<file path="src/literal_bit_alu_map.vh">
`ifndef LITERAL_BIT_ALU_MAP_VH
`define LITERAL_BIT_ALU_MAP_VH

// ----------------------------------------
// instruction word layout
// ----------------------------------------
`define LBA_INSTR_W 14
`define LBA_GRP_HI 13
`define LBA_GRP_LO 12
`define LBA_BYTE_OP_HI 13
`define LBA_BYTE_OP_LO 8
`define LBA_LIT_HI 7
`define LBA_LIT_LO 0
`define LBA_DEST_BIT 7
`define LBA_FADDR_HI 6
`define LBA_FADDR_LO 0
`define LBA_BIT_OP_HI 11
`define LBA_BIT_OP_LO 10
`define LBA_BIDX_HI 9
`define LBA_BIDX_LO 7
`define LBA_ADD_LITERAL_TO_ACC_HI 13
`define LBA_ADD_LITERAL_TO_ACC_LO 9

// ----------------------------------------
// opcodes
// ----------------------------------------
`define LBA_OP_ADD_ACC_FILE 6'h07
`define LBA_OP_AND_ACC_FILE 6'h05
`define LBA_OP_AND_LIT_ACC 6'h39
`define LBA_OP_ADD_LIT_ACC 5'h1F
`define LBA_GRP_BIT 2'h1
`define LBA_BOP_CLEAR 2'h0
`define LBA_BOP_SET 2'h1
`define LBA_BOP_SKIP_ZERO 2'h2
`define LBA_BOP_SKIP_ONE 2'h3

// ----------------------------------------
// alu function select
// ----------------------------------------
`define LBA_ALU_ADD 2'h0
`define LBA_ALU_AND 2'h1
`define LBA_ALU_BCLR 2'h2
`define LBA_ALU_BSET 2'h3

// ----------------------------------------
// destination select and reset values
// ----------------------------------------
`define LBA_DEST_ACC 1'h0
`define LBA_DEST_FILE 1'h1
`define LBA_RST_ACC 8'h00
`define LBA_RST_FLAG 1'h0
`define LBA_RST_ADDR 7'h00
`define LBA_RST_DATA 8'h00
`define LBA_RST_INSTR 14'h0000
`define LBA_NIB_W 4

`endif

</file>
<file path="src/literal_bit_alu_execute.v">
`timescale 1ns/1ps
`include "literal_bit_alu_map.vh"

// What this block does
// - add literal to acc, update c dc z
// - add file to acc, update c dc z
// - destination bit picks acc or file
// - and literal into acc, zero flag only
// - and file with acc, zero flag only
// - clear indexed file bit, flags unchanged
// - set indexed file bit, flags unchanged
// - bit one skips next, three cycles
// - bit zero skips next, three cycles
module literal_bit_alu_execute #(
    parameter DATA_W = 8,
    parameter ADDR_W = 7,
    parameter BIDX_W = 3
) (
    input wire CLK_SYS_IN,
    input wire RST_IN,
    input wire CE_IN,
    input wire INSTR_VALID_IN,
    input wire [`LBA_INSTR_W-1:0] INSTR_IN,
    input wire [DATA_W-1:0] FILE_RD_DATA_IN,
    output reg READY_OUT,
    output reg FILE_RD_EN_OUT,
    output reg [ADDR_W-1:0] FILE_RD_ADDR_OUT,
    output reg FILE_WR_EN_OUT,
    output reg [ADDR_W-1:0] FILE_WR_ADDR_OUT,
    output reg [DATA_W-1:0] FILE_WR_DATA_OUT,
    output reg [DATA_W-1:0] ACC_OUT,
    output reg CARRY_FLAG_OUT,
    output reg DIGIT_CARRY_FLAG_OUT,
    output reg ZERO_FLAG_OUT,
    output reg DONE_OUT,
    output reg SKIP_OUT,
    output reg DISCARD_OUT,
    output reg UNSUPPORTED_OUT
);

    // ----------------------------------------
    // states
    // ----------------------------------------
    localparam [1:0] ST_IDLE = 2'b00;
    localparam [1:0] ST_READ = 2'b01;
    localparam [1:0] ST_EXEC = 2'b10;

    // ----------------------------------------
    // decode helpers
    // ----------------------------------------
    function is_add_lit;
        input [`LBA_INSTR_W-1:0] i;
        begin
            is_add_lit = (i[`LBA_ADD_LITERAL_TO_ACC_HI:`LBA_ADD_LITERAL_TO_ACC_LO] == `LBA_OP_ADD_LIT_ACC);
        end
    endfunction

    function is_and_lit;
        input [`LBA_INSTR_W-1:0] i;
        begin
            is_and_lit = (i[`LBA_BYTE_OP_HI:`LBA_BYTE_OP_LO] == `LBA_OP_AND_LIT_ACC);
        end
    endfunction

    function is_add_file;
        input [`LBA_INSTR_W-1:0] i;
        begin
            is_add_file = (i[`LBA_BYTE_OP_HI:`LBA_BYTE_OP_LO] == `LBA_OP_ADD_ACC_FILE);
        end
    endfunction

    function is_and_file;
        input [`LBA_INSTR_W-1:0] i;
        begin
            is_and_file = (i[`LBA_BYTE_OP_HI:`LBA_BYTE_OP_LO] == `LBA_OP_AND_ACC_FILE);
        end
    endfunction

    function is_bit_op;
        input [`LBA_INSTR_W-1:0] i;
        begin
            is_bit_op = (i[`LBA_GRP_HI:`LBA_GRP_LO] == `LBA_GRP_BIT);
        end
    endfunction

    // ----------------------------------------
    // state
    // ----------------------------------------
    reg [1:0] state_ff, nxt_state;
    reg [`LBA_INSTR_W-1:0] instr_ff, nxt_instr;
    reg skip_pend_ff, nxt_skip_pend;
    reg nxt_ready, nxt_rd_en, nxt_wr_en;
    reg [ADDR_W-1:0] nxt_rd_addr, nxt_wr_addr;
    reg [DATA_W-1:0] nxt_wr_data, nxt_acc;
    reg nxt_carry, nxt_dc, nxt_zero;
    reg nxt_done, nxt_skip, nxt_discard, nxt_unsup;

    reg [1:0] alu_op;
    reg [`LBA_INSTR_W-1:0] cur;
    reg [DATA_W-1:0] alu_opnd;
    wire [DATA_W-1:0] alu_res;
    wire alu_c, alu_dc, alu_z;
    wire [BIDX_W-1:0] bit_idx;
    wire tested_bit;

    assign bit_idx = cur_bidx(state_ff, instr_ff, INSTR_IN);
    assign tested_bit = FILE_RD_DATA_IN[bit_idx];

    function [BIDX_W-1:0] cur_bidx;
        input [1:0] st;
        input [`LBA_INSTR_W-1:0] held;
        input [`LBA_INSTR_W-1:0] fresh;
        begin
            if (st == ST_IDLE) begin
                cur_bidx = fresh[`LBA_BIDX_HI:`LBA_BIDX_LO];
            end else begin
                cur_bidx = held[`LBA_BIDX_HI:`LBA_BIDX_LO];
            end
        end
    endfunction

    lba_alu_unit #(
        .DATA_W(DATA_W),
        .BIDX_W(BIDX_W)
    ) u_alu (
        .op_in(alu_op),
        .acc_in(ACC_OUT),
        .opnd_in(alu_opnd),
        .bit_idx_in(bit_idx),
        .result_out(alu_res),
        .carry_out(alu_c),
        .digit_carry_out(alu_dc),
        .zero_out(alu_z)
    );

    // ----------------------------------------
    // next-state logic
    // ----------------------------------------
    always @* begin
        nxt_state = state_ff;
        nxt_instr = instr_ff;
        nxt_skip_pend = skip_pend_ff;
        nxt_rd_en = 1'b0;
        nxt_rd_addr = FILE_RD_ADDR_OUT;
        nxt_wr_en = 1'b0;
        nxt_wr_addr = FILE_WR_ADDR_OUT;
        nxt_wr_data = FILE_WR_DATA_OUT;
        nxt_acc = ACC_OUT;
        nxt_carry = CARRY_FLAG_OUT;
        nxt_dc = DIGIT_CARRY_FLAG_OUT;
        nxt_zero = ZERO_FLAG_OUT;
        nxt_done = 1'b0;
        nxt_skip = 1'b0;
        nxt_discard = 1'b0;
        nxt_unsup = 1'b0;
        alu_op = `LBA_ALU_ADD;
        alu_opnd = FILE_RD_DATA_IN;
        cur = (state_ff == ST_IDLE) ? INSTR_IN : instr_ff;
        if (is_add_file(cur) || is_add_lit(cur)) begin
            alu_op = `LBA_ALU_ADD;
        end else if (is_and_file(cur) || is_and_lit(cur)) begin
            alu_op = `LBA_ALU_AND;
        end else if (cur[`LBA_BIT_OP_HI:`LBA_BIT_OP_LO] == `LBA_BOP_CLEAR) begin
            alu_op = `LBA_ALU_BCLR;
        end else begin
            alu_op = `LBA_ALU_BSET;
        end
        if (state_ff == ST_IDLE) begin
            alu_opnd = INSTR_IN[`LBA_LIT_HI:`LBA_LIT_LO];
        end
        case (state_ff)
            ST_IDLE: begin
                if (INSTR_VALID_IN) begin
                    nxt_instr = INSTR_IN;
                    if (skip_pend_ff) begin
                        // the discarded word spends its cycle as a no-operation
                        nxt_skip_pend = 1'b0;
                        nxt_discard = 1'b1;
                        nxt_done = 1'b1;
                    end else if (is_add_lit(INSTR_IN)) begin
                        nxt_acc = alu_res;
                        nxt_carry = alu_c;
                        nxt_dc = alu_dc;
                        nxt_zero = alu_z;
                        nxt_done = 1'b1;
                    end else if (is_and_lit(INSTR_IN)) begin
                        nxt_acc = alu_res;
                        nxt_zero = alu_z;
                        nxt_done = 1'b1;
                    end else if (is_add_file(INSTR_IN) || is_and_file(INSTR_IN) ||
                                 is_bit_op(INSTR_IN)) begin
                        // file operand always fetched first, even for bit writes
                        nxt_rd_en = 1'b1;
                        nxt_rd_addr = INSTR_IN[`LBA_FADDR_HI:`LBA_FADDR_LO];
                        nxt_state = ST_READ;
                    end else begin
                        nxt_unsup = 1'b1;
                        nxt_done = 1'b1;
                    end
                end
            end
            ST_READ: begin
                nxt_state = ST_EXEC;
            end
            ST_EXEC: begin
                nxt_state = ST_IDLE;
                nxt_done = 1'b1;
                nxt_wr_addr = instr_ff[`LBA_FADDR_HI:`LBA_FADDR_LO];
                if (is_bit_op(instr_ff)) begin
                    case (instr_ff[`LBA_BIT_OP_HI:`LBA_BIT_OP_LO])
                        `LBA_BOP_CLEAR: begin
                            nxt_wr_en = 1'b1;
                            nxt_wr_data = alu_res;
                        end
                        `LBA_BOP_SET: begin
                            nxt_wr_en = 1'b1;
                            nxt_wr_data = alu_res;
                        end
                        `LBA_BOP_SKIP_ONE: begin
                            nxt_skip = tested_bit;
                            nxt_skip_pend = tested_bit;
                        end
                        `LBA_BOP_SKIP_ZERO: begin
                            nxt_skip = ~tested_bit;
                            nxt_skip_pend = ~tested_bit;
                        end
                        default: begin
                            nxt_skip = 1'b0;
                        end
                    endcase
                end else begin
                    if (is_add_file(instr_ff)) begin
                        nxt_carry = alu_c;
                        nxt_dc = alu_dc;
                    end
                    nxt_zero = alu_z;
                    if (instr_ff[`LBA_DEST_BIT] == `LBA_DEST_FILE) begin
                        nxt_wr_en = 1'b1;
                        nxt_wr_data = alu_res;
                    end else begin
                        nxt_acc = alu_res;
                    end
                end
            end
            default: begin
                nxt_state = ST_IDLE;
            end
        endcase
        nxt_ready = (nxt_state == ST_IDLE);
    end

    // ----------------------------------------
    // registers
    // ----------------------------------------
    // ce low freezes everything, pulses included, so a stalled core sees them held
    always @(posedge CLK_SYS_IN or posedge RST_IN) begin
        if (RST_IN) begin
            state_ff <= ST_IDLE;
            instr_ff <= `LBA_RST_INSTR;
            skip_pend_ff <= 1'b0;
            READY_OUT <= 1'b0;
            FILE_RD_EN_OUT <= 1'b0;
            FILE_RD_ADDR_OUT <= `LBA_RST_ADDR;
            FILE_WR_EN_OUT <= 1'b0;
            FILE_WR_ADDR_OUT <= `LBA_RST_ADDR;
            FILE_WR_DATA_OUT <= `LBA_RST_DATA;
            ACC_OUT <= `LBA_RST_ACC;
            CARRY_FLAG_OUT <= `LBA_RST_FLAG;
            DIGIT_CARRY_FLAG_OUT <= `LBA_RST_FLAG;
            ZERO_FLAG_OUT <= `LBA_RST_FLAG;
            DONE_OUT <= 1'b0;
            SKIP_OUT <= 1'b0;
            DISCARD_OUT <= 1'b0;
            UNSUPPORTED_OUT <= 1'b0;
        end else if (CE_IN) begin
            state_ff <= nxt_state;
            instr_ff <= nxt_instr;
            skip_pend_ff <= nxt_skip_pend;
            READY_OUT <= nxt_ready;
            FILE_RD_EN_OUT <= nxt_rd_en;
            FILE_RD_ADDR_OUT <= nxt_rd_addr;
            FILE_WR_EN_OUT <= nxt_wr_en;
            FILE_WR_ADDR_OUT <= nxt_wr_addr;
            FILE_WR_DATA_OUT <= nxt_wr_data;
            ACC_OUT <= nxt_acc;
            CARRY_FLAG_OUT <= nxt_carry;
            DIGIT_CARRY_FLAG_OUT <= nxt_dc;
            ZERO_FLAG_OUT <= nxt_zero;
            DONE_OUT <= nxt_done;
            SKIP_OUT <= nxt_skip;
            DISCARD_OUT <= nxt_discard;
            UNSUPPORTED_OUT <= nxt_unsup;
        end
    end

endmodule

</file>
<file path="src/lba_alu_unit.v">
`timescale 1ns/1ps
`include "literal_bit_alu_map.vh"

module lba_alu_unit #(
    parameter DATA_W = 8,
    parameter BIDX_W = 3
) (
    input wire [1:0] op_in,
    input wire [DATA_W-1:0] acc_in,
    input wire [DATA_W-1:0] opnd_in,
    input wire [BIDX_W-1:0] bit_idx_in,
    output reg [DATA_W-1:0] result_out,
    output reg carry_out,
    output reg digit_carry_out,
    output reg zero_out
);

    // ----------------------------------------
    // helpers
    // ----------------------------------------
    function [DATA_W:0] add_ext;
        input [DATA_W-1:0] a;
        input [DATA_W-1:0] b;
        begin
            add_ext = {1'b0, a} + {1'b0, b};
        end
    endfunction

    function [`LBA_NIB_W:0] add_nib;
        input [`LBA_NIB_W-1:0] a;
        input [`LBA_NIB_W-1:0] b;
        begin
            add_nib = {1'b0, a} + {1'b0, b};
        end
    endfunction

    reg [DATA_W:0] sum;
    reg [`LBA_NIB_W:0] nsum;
    reg [DATA_W-1:0] mask;

    // ----------------------------------------
    // datapath
    // ----------------------------------------
    always @* begin
        sum = add_ext(acc_in, opnd_in);
        nsum = add_nib(acc_in[`LBA_NIB_W-1:0], opnd_in[`LBA_NIB_W-1:0]);
        mask = {{(DATA_W-1){1'b0}}, 1'b1} << bit_idx_in;
        carry_out = 1'b0;
        digit_carry_out = 1'b0;
        case (op_in)
            `LBA_ALU_ADD: begin
                result_out = sum[DATA_W-1:0];
                carry_out = sum[DATA_W];
                digit_carry_out = nsum[`LBA_NIB_W];
            end
            `LBA_ALU_AND: begin
                result_out = acc_in & opnd_in;
            end
            `LBA_ALU_BCLR: begin
                result_out = opnd_in & ~mask;
            end
            `LBA_ALU_BSET: begin
                result_out = opnd_in | mask;
            end
            default: begin
                result_out = opnd_in;
            end
        endcase
        zero_out = (result_out == {DATA_W{1'b0}});
    end

endmodule

</file>
<file path="config.mk">
export PLATFORM = sky130hd
export DESIGN_NAME = literal_bit_alu_execute
export DESIGN_NICKNAME = d
export VERILOG_FILES = /design/src/literal_bit_alu_execute.v /design/src/lba_alu_unit.v
export VERILOG_INCLUDE_DIRS = /design/src
export SDC_FILE = /design/constraint.sdc
export NUM_CORES = 1
export LEC_CHECK = 0
export ABC_AREA = 0
export BUFFER_PORTS_ARGS = -buffer_cell sky130_fd_sc_hd__buf_4
export CAP_MARGIN = 20
export CORE_MARGIN = 3
export CORE_UTILIZATION = 35
export CTS_CLUSTER_DIAMETER = 100
export DETAILED_ROUTE_END_ITERATION = 8
export PLACE_DENSITY_LB_ADDON = 0.2
export SLEW_MARGIN = 40
export SYNTH_ARGS = -nofsm -noshare
export SYNTH_HDL_FRONTEND = slang
export SYNTH_SLANG_ARGS = --single-unit
</file>
<file path="constraint.sdc">
create_clock -name CLK_SYS_IN -period 4.2 [get_ports CLK_SYS_IN]
set_input_delay 0.84 -clock CLK_SYS_IN [delete_from_list [all_inputs] [get_ports CLK_SYS_IN]]
set_output_delay 0.84 -clock CLK_SYS_IN [all_outputs]
set_load 0.01 [all_outputs]
</file>
==> qor.yml, run 1 <==
yosysUniqueCellTypes: 53
grt-ovfl-total: 0
ys_ff_latch: 57
crit_slowest_cell: "mux2i_1"
ios: 66
cts_buffers: 9
rsz0062_at_grt: "false"
syn_to_final_growth_pct: 23.5
power_density_nw_per_um2: 551
placedInstanceArea_um2: 4010
tightest_slew_ps: 663
crit_top_cell: "o21ai_0"
tns_ps: 0
cp_num_buf_inv: 2
crit_family: "compound AO/OA/AOI/OAI gates"
worstSetupStartpointType: "register"
fin_crit_ps: 3820
ant_nets: 0
synthCells: 356
yosys_warnings: 0
clockBufferDepth: 2
gp_congestion: 0.848
grt_pass1_vias: 2824
synth_edf_count: 0
crit_arrival_ps: 4100
h-tree-depth: 3
finalPower_mw: 2.32
cp.required_ps: 4480
worst_slack_ps: 379
worst_ir_drop_vdd_uv: 292
clk_pin_slew_worst_paths_ps: 60
hold_viol_final: 0
cts.sinks: 57
outcome: "finished, final reports clean"
nets: 458
critPathCaptureType: "register"
maxCapViolCount: 0
crit_type: "reg2reg"
grt_start_max_net_pins: 32
grt_pass1_wl_um: 15000
viasPerCell: 5.31
row_count: 35
wire_per_inst_um: 16.6
holdBufCountCts: 0
synth_top_cell_area_share_pct: 41.9
finalInstanceArea_um2: 4210
final_layout_size_suffix_gt1_share_pct: 30.6
drtIter0Drc: 172
synth_fp_nets: 394
cellLeakagePower_nw: 1.97
ys_seq_area_share_pct: 41.9
yosys-top-cells-count: "dfrtp_1, nand2_1, mux2_2"
dp_hpwl_um: 6860
wl_um: 9210
clock_latency_ps: 350
hp-class: "reg2reg"
nFillCells: 930
cts_root_buf: "clkbuf_8"
setup_viol: 0
die_area_um2: 11000
first_pass_iters: 4
antenna-diode-count: 0
drc: 0
die_height_um: 105
grt_usage_pct: 17.2
slew_viol_final: 0
synth_top_area_cell: "dfrtp_1"
vias: 2939
synth_area_leaders: "dfrtp_1, mux2_2, nand2_1, ha_1, o21ai_0"
fin_util_pct: 45.1
crit_chain: "buf_4 -> nor2_2 -> mux2i_1 -> nand3_1 -> o21ai_0 -> nand2_1 -> o21ai_0 -> inv_1 -> ha_1 -> o21ai_0 -> a311oi_1 -> a211oi_1 -> o221ai_1 -> nor4_1 -> a32o_1"
grt_antenna_before_repair: 0
finalClockSkew_ps: 16.8
cts_tree: "done"
synthFlopType: "dfrtp_1"
cp_max_fo: 18
fmax_mhz: 262
initial_utilization_pct: 36.5
coreArea_um2: 9330
min_period_over_period_pct: 91.0
place_ws_ps: 345
synth_area_per_cell_um2: 9.57
die_w_um: 105
portBuffers: 65
max-slew-margin-rel_pct: 55.7
synth_area_um2: 3410
cts_setup_buffers: 0
synthArstFlopShare_pct: 100
cpPeakStageDelay_ps: 480
==> per-stage QoR <==
| step | hold WS [ps] | cells |
|---|---|---|
| 6_report | 469 | 554 |
| 5_1_grt | 492 | 554 |
| 4_1_cts | 476 | 554 |
| 3_5_place_dp | 460 | 538 |
| 3_3_place_gp | 455 | 538 |
| 2_1_floorplan | 442 | 356 |
==> cell type report <==
type / count / area (um^2) / area share [%]
tap: 129 / 161 / 3.84
timing repair buffer: 72 / 541 / 12.8
clock buffer: 11 / 141 / 3.36
clock inverter: 5 / 55.1 / 1.31
multi-input combinational: 265 / 1830 / 43.4
sequential: 57 / 1430 / 33.9
inverter: 15 / 56.3 / 1.34
==> worst paths after layout <==
check | depth (start not counted) | endpoint | start | slack [ps]
max | 15 | ZERO_FLAG_OUT | state_ff[1] | 380
min | 2 | instr_ff[6] | instr_ff[6] | 470
max reg2reg | 15 | ZERO_FLAG_OUT | state_ff[1] | 380
min reg2reg | 2 | instr_ff[6] | instr_ff[6] | 470
max in group asynchronous | 3 | FILE_WR_DATA_OUT[1] | RST_IN | 2800
min in group asynchronous | 2 | DONE_OUT | RST_IN | 600
==> layer usage <==
| layer | routed length, um | part of all wire (%) | track usage [%] |
|---|---|---|---|
| met5 | 0 | 0 | 0 |
| met4 | 52 | 0.56 | 3.37 |
| met3 | 565 | 6.1 | 5.25 |
| met2 | 4270 | 46 | 26.5 |
| met1 | 4320 | 47 | 24.2 |
==> registers in the layout (all words and copies together), names as in the netlist, 2 cells and up <==
name and count:
ACC_OUT 8, FILE_RD_ADDR_OUT 7, FILE_WR_ADDR_OUT 7, FILE_WR_DATA_OUT 8
instr_ff 14, state_ff 2
==> worst min-delay path: cells and delay by family, from the launching register on <==
kind,cells,cell delay (ps)
DFF,1,340
and+or+nand+nor,2,100
==> power by group <==
part	total [mW]	leakage (nW)	internal (mW)	switching (mW)
Clock	0.519	0.0953	0.288	0.231
Combinational	0.959	1.15	0.486	0.473
Sequential	0.838	0.720	0.710	0.128
==> cell usage in the layout (no fill, tap or decap), types with 2 or more instances in the layout <==
master / instances
a211oi_1: 4
a21o_1: 8
a21oi_1: 22
a221oi_1: 2
a311oi_1: 2
a31oi_1: 7
buf_4: 72
clkbuf_8: 10
clkinv_2: 2
clkinvlp_4: 2
dfrtp_1: 57
ha_1: 11
inv_1: 14
mux2_2: 32
mux2i_1: 11
nand2_1: 57
nand2b_1: 2
nand3_1: 7
nand3b_1: 2
nor2_1: 19
nor2b_1: 3
nor3_1: 7
nor3b_1: 2
nor4b_1: 2
o211ai_1: 2
o21a_1: 2
o21ai_0: 26
o21bai_1: 2
o221ai_1: 3
o31ai_1: 2
xnor2_1: 5
==> what timing repair did <==
| item | in CTS | in global routing |
|---|---|---|
| setup endpoints to repair | 0 | 1 |
| hold endpoints to repair | 0 | 0 |
| resized for setup | 0 | 1 |
==> cells by family after synthesis <==
group | share of synthesized area [%]
buffers and inverters | 4.52
AO/OA/AOI/OAI | 18.6
flip-flops | 41.9
multiplexers | 13.8
adder cells (fa/ha/maj) | 4.63
XOR/XNOR | 1.54
AND/OR/NAND/NOR | 15.0
(Power assumes the default switching activity.)
==> run 2: changes to the inputs <==
CAP_MARGIN = unset   (was 20)
CORE_MARGIN = 1   (was 3)
clock period = 4.4 ns   (was 4.2 ns; I/O delays follow)
==> run 2 against run 1 <==
Effect of this change:
- wire length down 0.86%
- count of clock-buffer cells in the layout down 1
- setup slack better by 160 ps
- sequential power down 4.1%
==> qor.yml, run 2 (synthesis results as in run 1) <==
drtIter0Drc: 99
critPathCaptureType: "register"
portBuffers: 65
holdPathStages: 2
hold_viol_final: 0
wire_per_inst_um: 16.5
ios: 66
nets: 457
multi_input_area_um2: 1830
row_count: 35
grt_usage_pct: 19.3
crit_family: "simple AND/OR/NAND/NOR gates"
fin_crit_ps: 3870
grt.busiest_layer: "met2"
ant_nets: 0
min_period_over_period_pct: 87.9
cts_tree: "done"
layout_common_cells: "buf_4, dfrtp_1, nand2_1"
outcome: "finished, final reports clean"
wl_um: 9130
grt_start_max_net_pins: 40
syn_to_final_growth_pct: 24.5
grt_pass1_vias: 2907
worst_ir_drop_vdd_uv: 223
finalInstanceArea_um2: 4240
dp_hpwl_um: 6680
tightest_slew_ps: 692
h-tree-depth: 3
final_layout_size_suffix_gt1_share_pct: 30.9
place_ws_ps: 446
swShare_pct: 35.5
die_height_um: 101
cp_num_buf_inv: 0
setup_viol: 0
use_met1_pct: 25.9
final_common_cell: "buf_4"
finalClockSkew_ps: 15.3
crit_arrival_ps: 4150
clk_pin_slew_worst_paths_ps: 80
crit_chain: "or2_1 -> mux2i_1 -> nand2_1 -> nor2_1 -> o21ai_0 -> nor2_1 -> a21o_1 -> ha_2 -> and4bb_2 -> o21ai_0 -> a31oi_1 -> o31ai_1 -> nor4_1 -> a32o_1"
crit_type: "reg2reg"
maxCapViolCount: 0
cts_buffers: 9
clockBufferDepth: 2
grt_use_met2_pct: 30.9
max-slew-margin-rel_pct: 53.9
pwr-share-clk_pct: 25.1
slew_viol_final: 0
worstSetupStartpointType: "register"
vias: 2936
cp.required_ps: 4690
drc: 0
cts.sinks: 57
top_register: "instr_ff"
crit_slowest_cell: "dfrtp_1"
r2r-end: "ZERO_FLAG_OUT"
hold_end: "instr_ff[4]"
first_pass_iters: 4
die_w_um: 101
nFillCells: 911
rsz0062_at_grt: "false"
antenna-diode-count: 0
hp-class: "reg2reg"
die_area_um2: 10100
worst_slack_ps: 534
power_density_nw_per_um2: 541
viasPerCell: 5.31
coreArea_um2: 9330
fmax_mhz: 259
p_int_mw: 1.48
r2r_slack_ps: 530
holdBufCountCts: 0
cp.depth: 14
placedInstanceArea_um2: 4010
regArea_um2: 1430
initial_utilization_pct: 36.5
gp_congestion: 0.890
grt_antenna_before_repair: 0
pwr-share-seq_pct: 35.1
grt-ovfl-total: 0
grt_pass1_wl_um: 14900
clock_latency_ps: 360
min_from: "instr_ff[4]"
power_switching_mw: 0.815
cts_root_buf: "clkbuf_8"
tns_ps: 0
r2r_cells: 14
reg.largest.list: "instr_ff (14), ACC_OUT (8), FILE_WR_DATA_OUT (8)"
use_met3_pct: 3.33
power.share.combinational_pct: 39.8
r2r-start: "state_ff[1]"
largest_reg_flops: 14
cp_max_fo: 18
cpPeakStageDelay_ps: 590
cellLeakagePower_nw: 1.98
## run 2: repair_timing
action / CTS / global route
gates resized for setup: 0 / 1
setup buffers: 0 / 0
setup endpoints to repair: 0 / 1
## run 2: power groups by stage
stage / Combinational, mW / Sequential (mW) / Clock [mW]
after floorplan: 0.532 / 0.839 / 0
after global placement: 0.894 / 0.812 / 0
after detailed placement: 0.910 / 0.814 / 0
after CTS: 0.917 / 0.806 / 0.585
after global routing: 1.00 / 0.829 / 0.610
final: 0.912 / 0.804 / 0.577
## run 2: layout make-up
| cell class | instances | share of cell area (%) |
|---|---|---|
| flip-flops and latches | 57 | 33.6 |
| clock inverters | 6 | 2.15 |
| well taps | 129 | 3.81 |
| inverters | 15 | 1.39 |
| clock buffers | 10 | 3.25 |
| repair buffers | 71 | 12.6 |
| multi-input cells | 265 | 43.2 |
## run 2: per-stage QoR
stage	std cells	hold WS, ps	util (%)	total power, mW
global placement	537	455	42.9	1.71
detailed placement	537	460	43.0	1.72
finish	553	480	45.4	2.29
global route	553	511	45.4	2.44
floorplan	356	442	-	1.37
CTS	553	481	45.4	2.31
## run 2: how the worst max path moves through the flow
stage           startpoint            end  slack [ps]
6_report       state_ff[1]  ZERO_FLAG_OUT         530
5_1_grt        state_ff[1]  ZERO_FLAG_OUT         200
2_1_floorplan  state_ff[1]  ZERO_FLAG_OUT        1140
4_1_cts        state_ff[1]  ZERO_FLAG_OUT         420
3_3_place_gp   state_ff[0]  ZERO_FLAG_OUT         680
3_5_place_dp   state_ff[1]  ZERO_FLAG_OUT         450
## run 2: tightest hold or removal path: stages (launching register included)
cell,delay (ps)
dfrtp_1,350
nand2_1,50
nand2_1,50
## run 2: layer usage
metal | wire length, um | share of wire, %
met1 | 4180 | 46
met5 | 0 | 0
met4 | 157 | 1.7
met2 | 4270 | 47
met3 | 528 | 5.8
==> run 3: changes to the inputs <==
CORE_ASPECT_RATIO = 1.4   (was unset)
PLACE_DENSITY_LB_ADDON = 0.12   (was 0.2)
==> run 3 against run 2 <==
Effect of this change:
- critical path depth did not move
- wire length is 3.6% higher
- first-iteration DRC count rose by 43%
- count of clock-buffer cells in the layout rose by 2
- via count shrank 0.31%
- largest cell class unchanged
- fmax increased by 2.3%
- global-route usage is 0.33 points higher
==> qor.yml, run 3 (synthesis results as in run 1) <==
max-slew-margin-rel_pct: 53.3
grt-ovfl-total: 0
clk_pin_slew_worst_paths_ps: 50
reg.largest.list: "instr_ff (14), ACC_OUT (8), FILE_WR_DATA_OUT (8)"
largest_reg_flops: 14
die_area_um2: 10100
crit_type: "reg2reg"
holdBufCountCts: 0
cts_tree: "done"
min_period_over_period_pct: 85.9
critPathCaptureType: "register"
p_int_mw: 1.63
grt_antenna_before_repair: 0
row_count: 42
hold_viol_final: 0
crit_arrival_ps: 4050
finalPower_mw: 2.45
cellLeakagePower_nw: 2.01
pwr-share-clk_pct: 29.8
power.share.combinational_pct: 37.4
holdPathStages: 2
slew_viol_final: 0
cts_resized: 0
rsz0062_at_grt: "false"
wire_per_inst_um: 17.7
cts_root_buf: "clkbuf_16"
r2r-start: "state_ff[0]"
viasPerCell: 5.48
top_register: "instr_ff"
grt_usage_pct: 19.7
cts.sinks: 57
power_density_nw_per_um2: 570
drtIter0Drc: 142
dp_hpwl_um: 7130
tightest_slew_ps: 700
die_w_um: 85.4
finalClockSkew_ps: 3.93
cts_buffers: 9
worstSetupStartpointType: "register"
clockBufferDepth: 2
outcome: "finished, final reports clean"
wl_um: 9460
pwr-share-seq_pct: 32.8
r2r-end: "ZERO_FLAG_OUT"
portBuffers: 65
power_switching_mw: 0.826
hold_end: "instr_ff[5]"
swShare_pct: 33.7
grt_pass1_wl_um: 15100
layout_common_cells: "buf_4, dfrtp_1, nand2_1"
fin_crit_ps: 3780
fmax_mhz: 265
min_from: "instr_ff[5]"
antenna-diode-count: 0
maxCapViolCount: 0
first_pass_iters: 5
r2r_cells: 14
ios: 66
syn_to_final_growth_pct: 26.3
grt_pass1_vias: 2857
clock_latency_ps: 330
grt_start_max_net_pins: 41
coreArea_um2: 9460
cts_setup_buffers: 0
vias: 2927
initial_utilization_pct: 36.0
final_common_cell: "buf_4"
gp_congestion: 0.906
setup_viol: 0
fin_util_pct: 45.5
hp-class: "reg2reg"
cp_max_fo: 18
drc: 0
ant_nets: 0
h-tree-depth: 3
die_height_um: 119
cp.required_ps: 4670
tns_ps: 0
final_layout_size_suffix_gt1_share_pct: 30.7
r2r_slack_ps: 620
nets: 457
worst_ir_drop_vdd_uv: 277
==> run 3: critical path: stages (launching register included) <==
cell and delay, ps:
dfrtp_1 580, or2_1 320, mux2i_1 400, nand2_1 90
nor2_1 130, o21ai_0 90, nor2_1 150, a21o_1 130
ha_1 520, and4bb_2 300, o21ai_0 80, a31oi_1 180
o31ai_1 130, nor4_1 390, a32o_1 220
==> run 3: worst max path at each step <==
| stage | from | to | slack (ps) | cells after the start |
|---|---|---|---|---|
| floorplan | state_ff[1] | ZERO_FLAG_OUT | 1140 | 18 |
| global placement | INSTR_IN[8] | ZERO_FLAG_OUT | 710 | 14 |
| global route | state_ff[0] | ZERO_FLAG_OUT | 310 | 14 |
| CTS | state_ff[0] | ZERO_FLAG_OUT | 650 | 14 |
| detailed placement | INSTR_IN[11] | ZERO_FLAG_OUT | 650 | 14 |
| finish | state_ff[0] | ZERO_FLAG_OUT | 620 | 14 |
==> run 3: stage by stage <==
stage / std cells / hold WS, ps / instance area (um^2) / setup WS [ps]
2_1_floorplan: 356 / 442 / 3410 / 1140
3_3_place_gp: 518 / 453 / 3980 / 708
3_5_place_dp: 518 / 459 / 3980 / 648
4_1_cts: 534 / 472 / 4300 / 650
5_1_grt: 534 / 489 / 4300 / 309
6_report: 534 / 466 / 4300 / 620
==> run 3: layout make-up <==
| cell class | instances | area, um^2 |
|---|---|---|
| Timing Repair Buffer | 71 | 533 |
| Inverter | 15 | 58.8 |
| Clock buffer | 12 | 267 |
| Fill cell | 916 | 5160 |
| Clock inverter | 4 | 50.0 |
| Tap cell | 110 | 138 |
| Sequential cell | 57 | 1430 |
| Multi-Input combinational cell | 265 | 1830 |
==> run 3: power groups by stage <==
stage	clock, mW	sequential (mW)	combinational, mW
after floorplan	0	0.839	0.532
after CTS	0.748	0.807	0.924
final	0.730	0.805	0.917
after global placement	0	0.814	0.901
after detailed placement	0	0.815	0.921
after global routing	0.766	0.830	1.00
==> run 3: metal layers <==
| layer | up-vias | share of wire (%) | global-route usage, % |
|---|---|---|---|
| li1 | 1412 | - | - |
| met1 | 1416 | 43 | 23.9 |
| met2 | 77 | 50 | 32.8 |
| met3 | 22 | 4.0 | 3.35 |
| met4 | 0 | 3.0 | 10.7 |
| met5 | - | 0 | 0 |
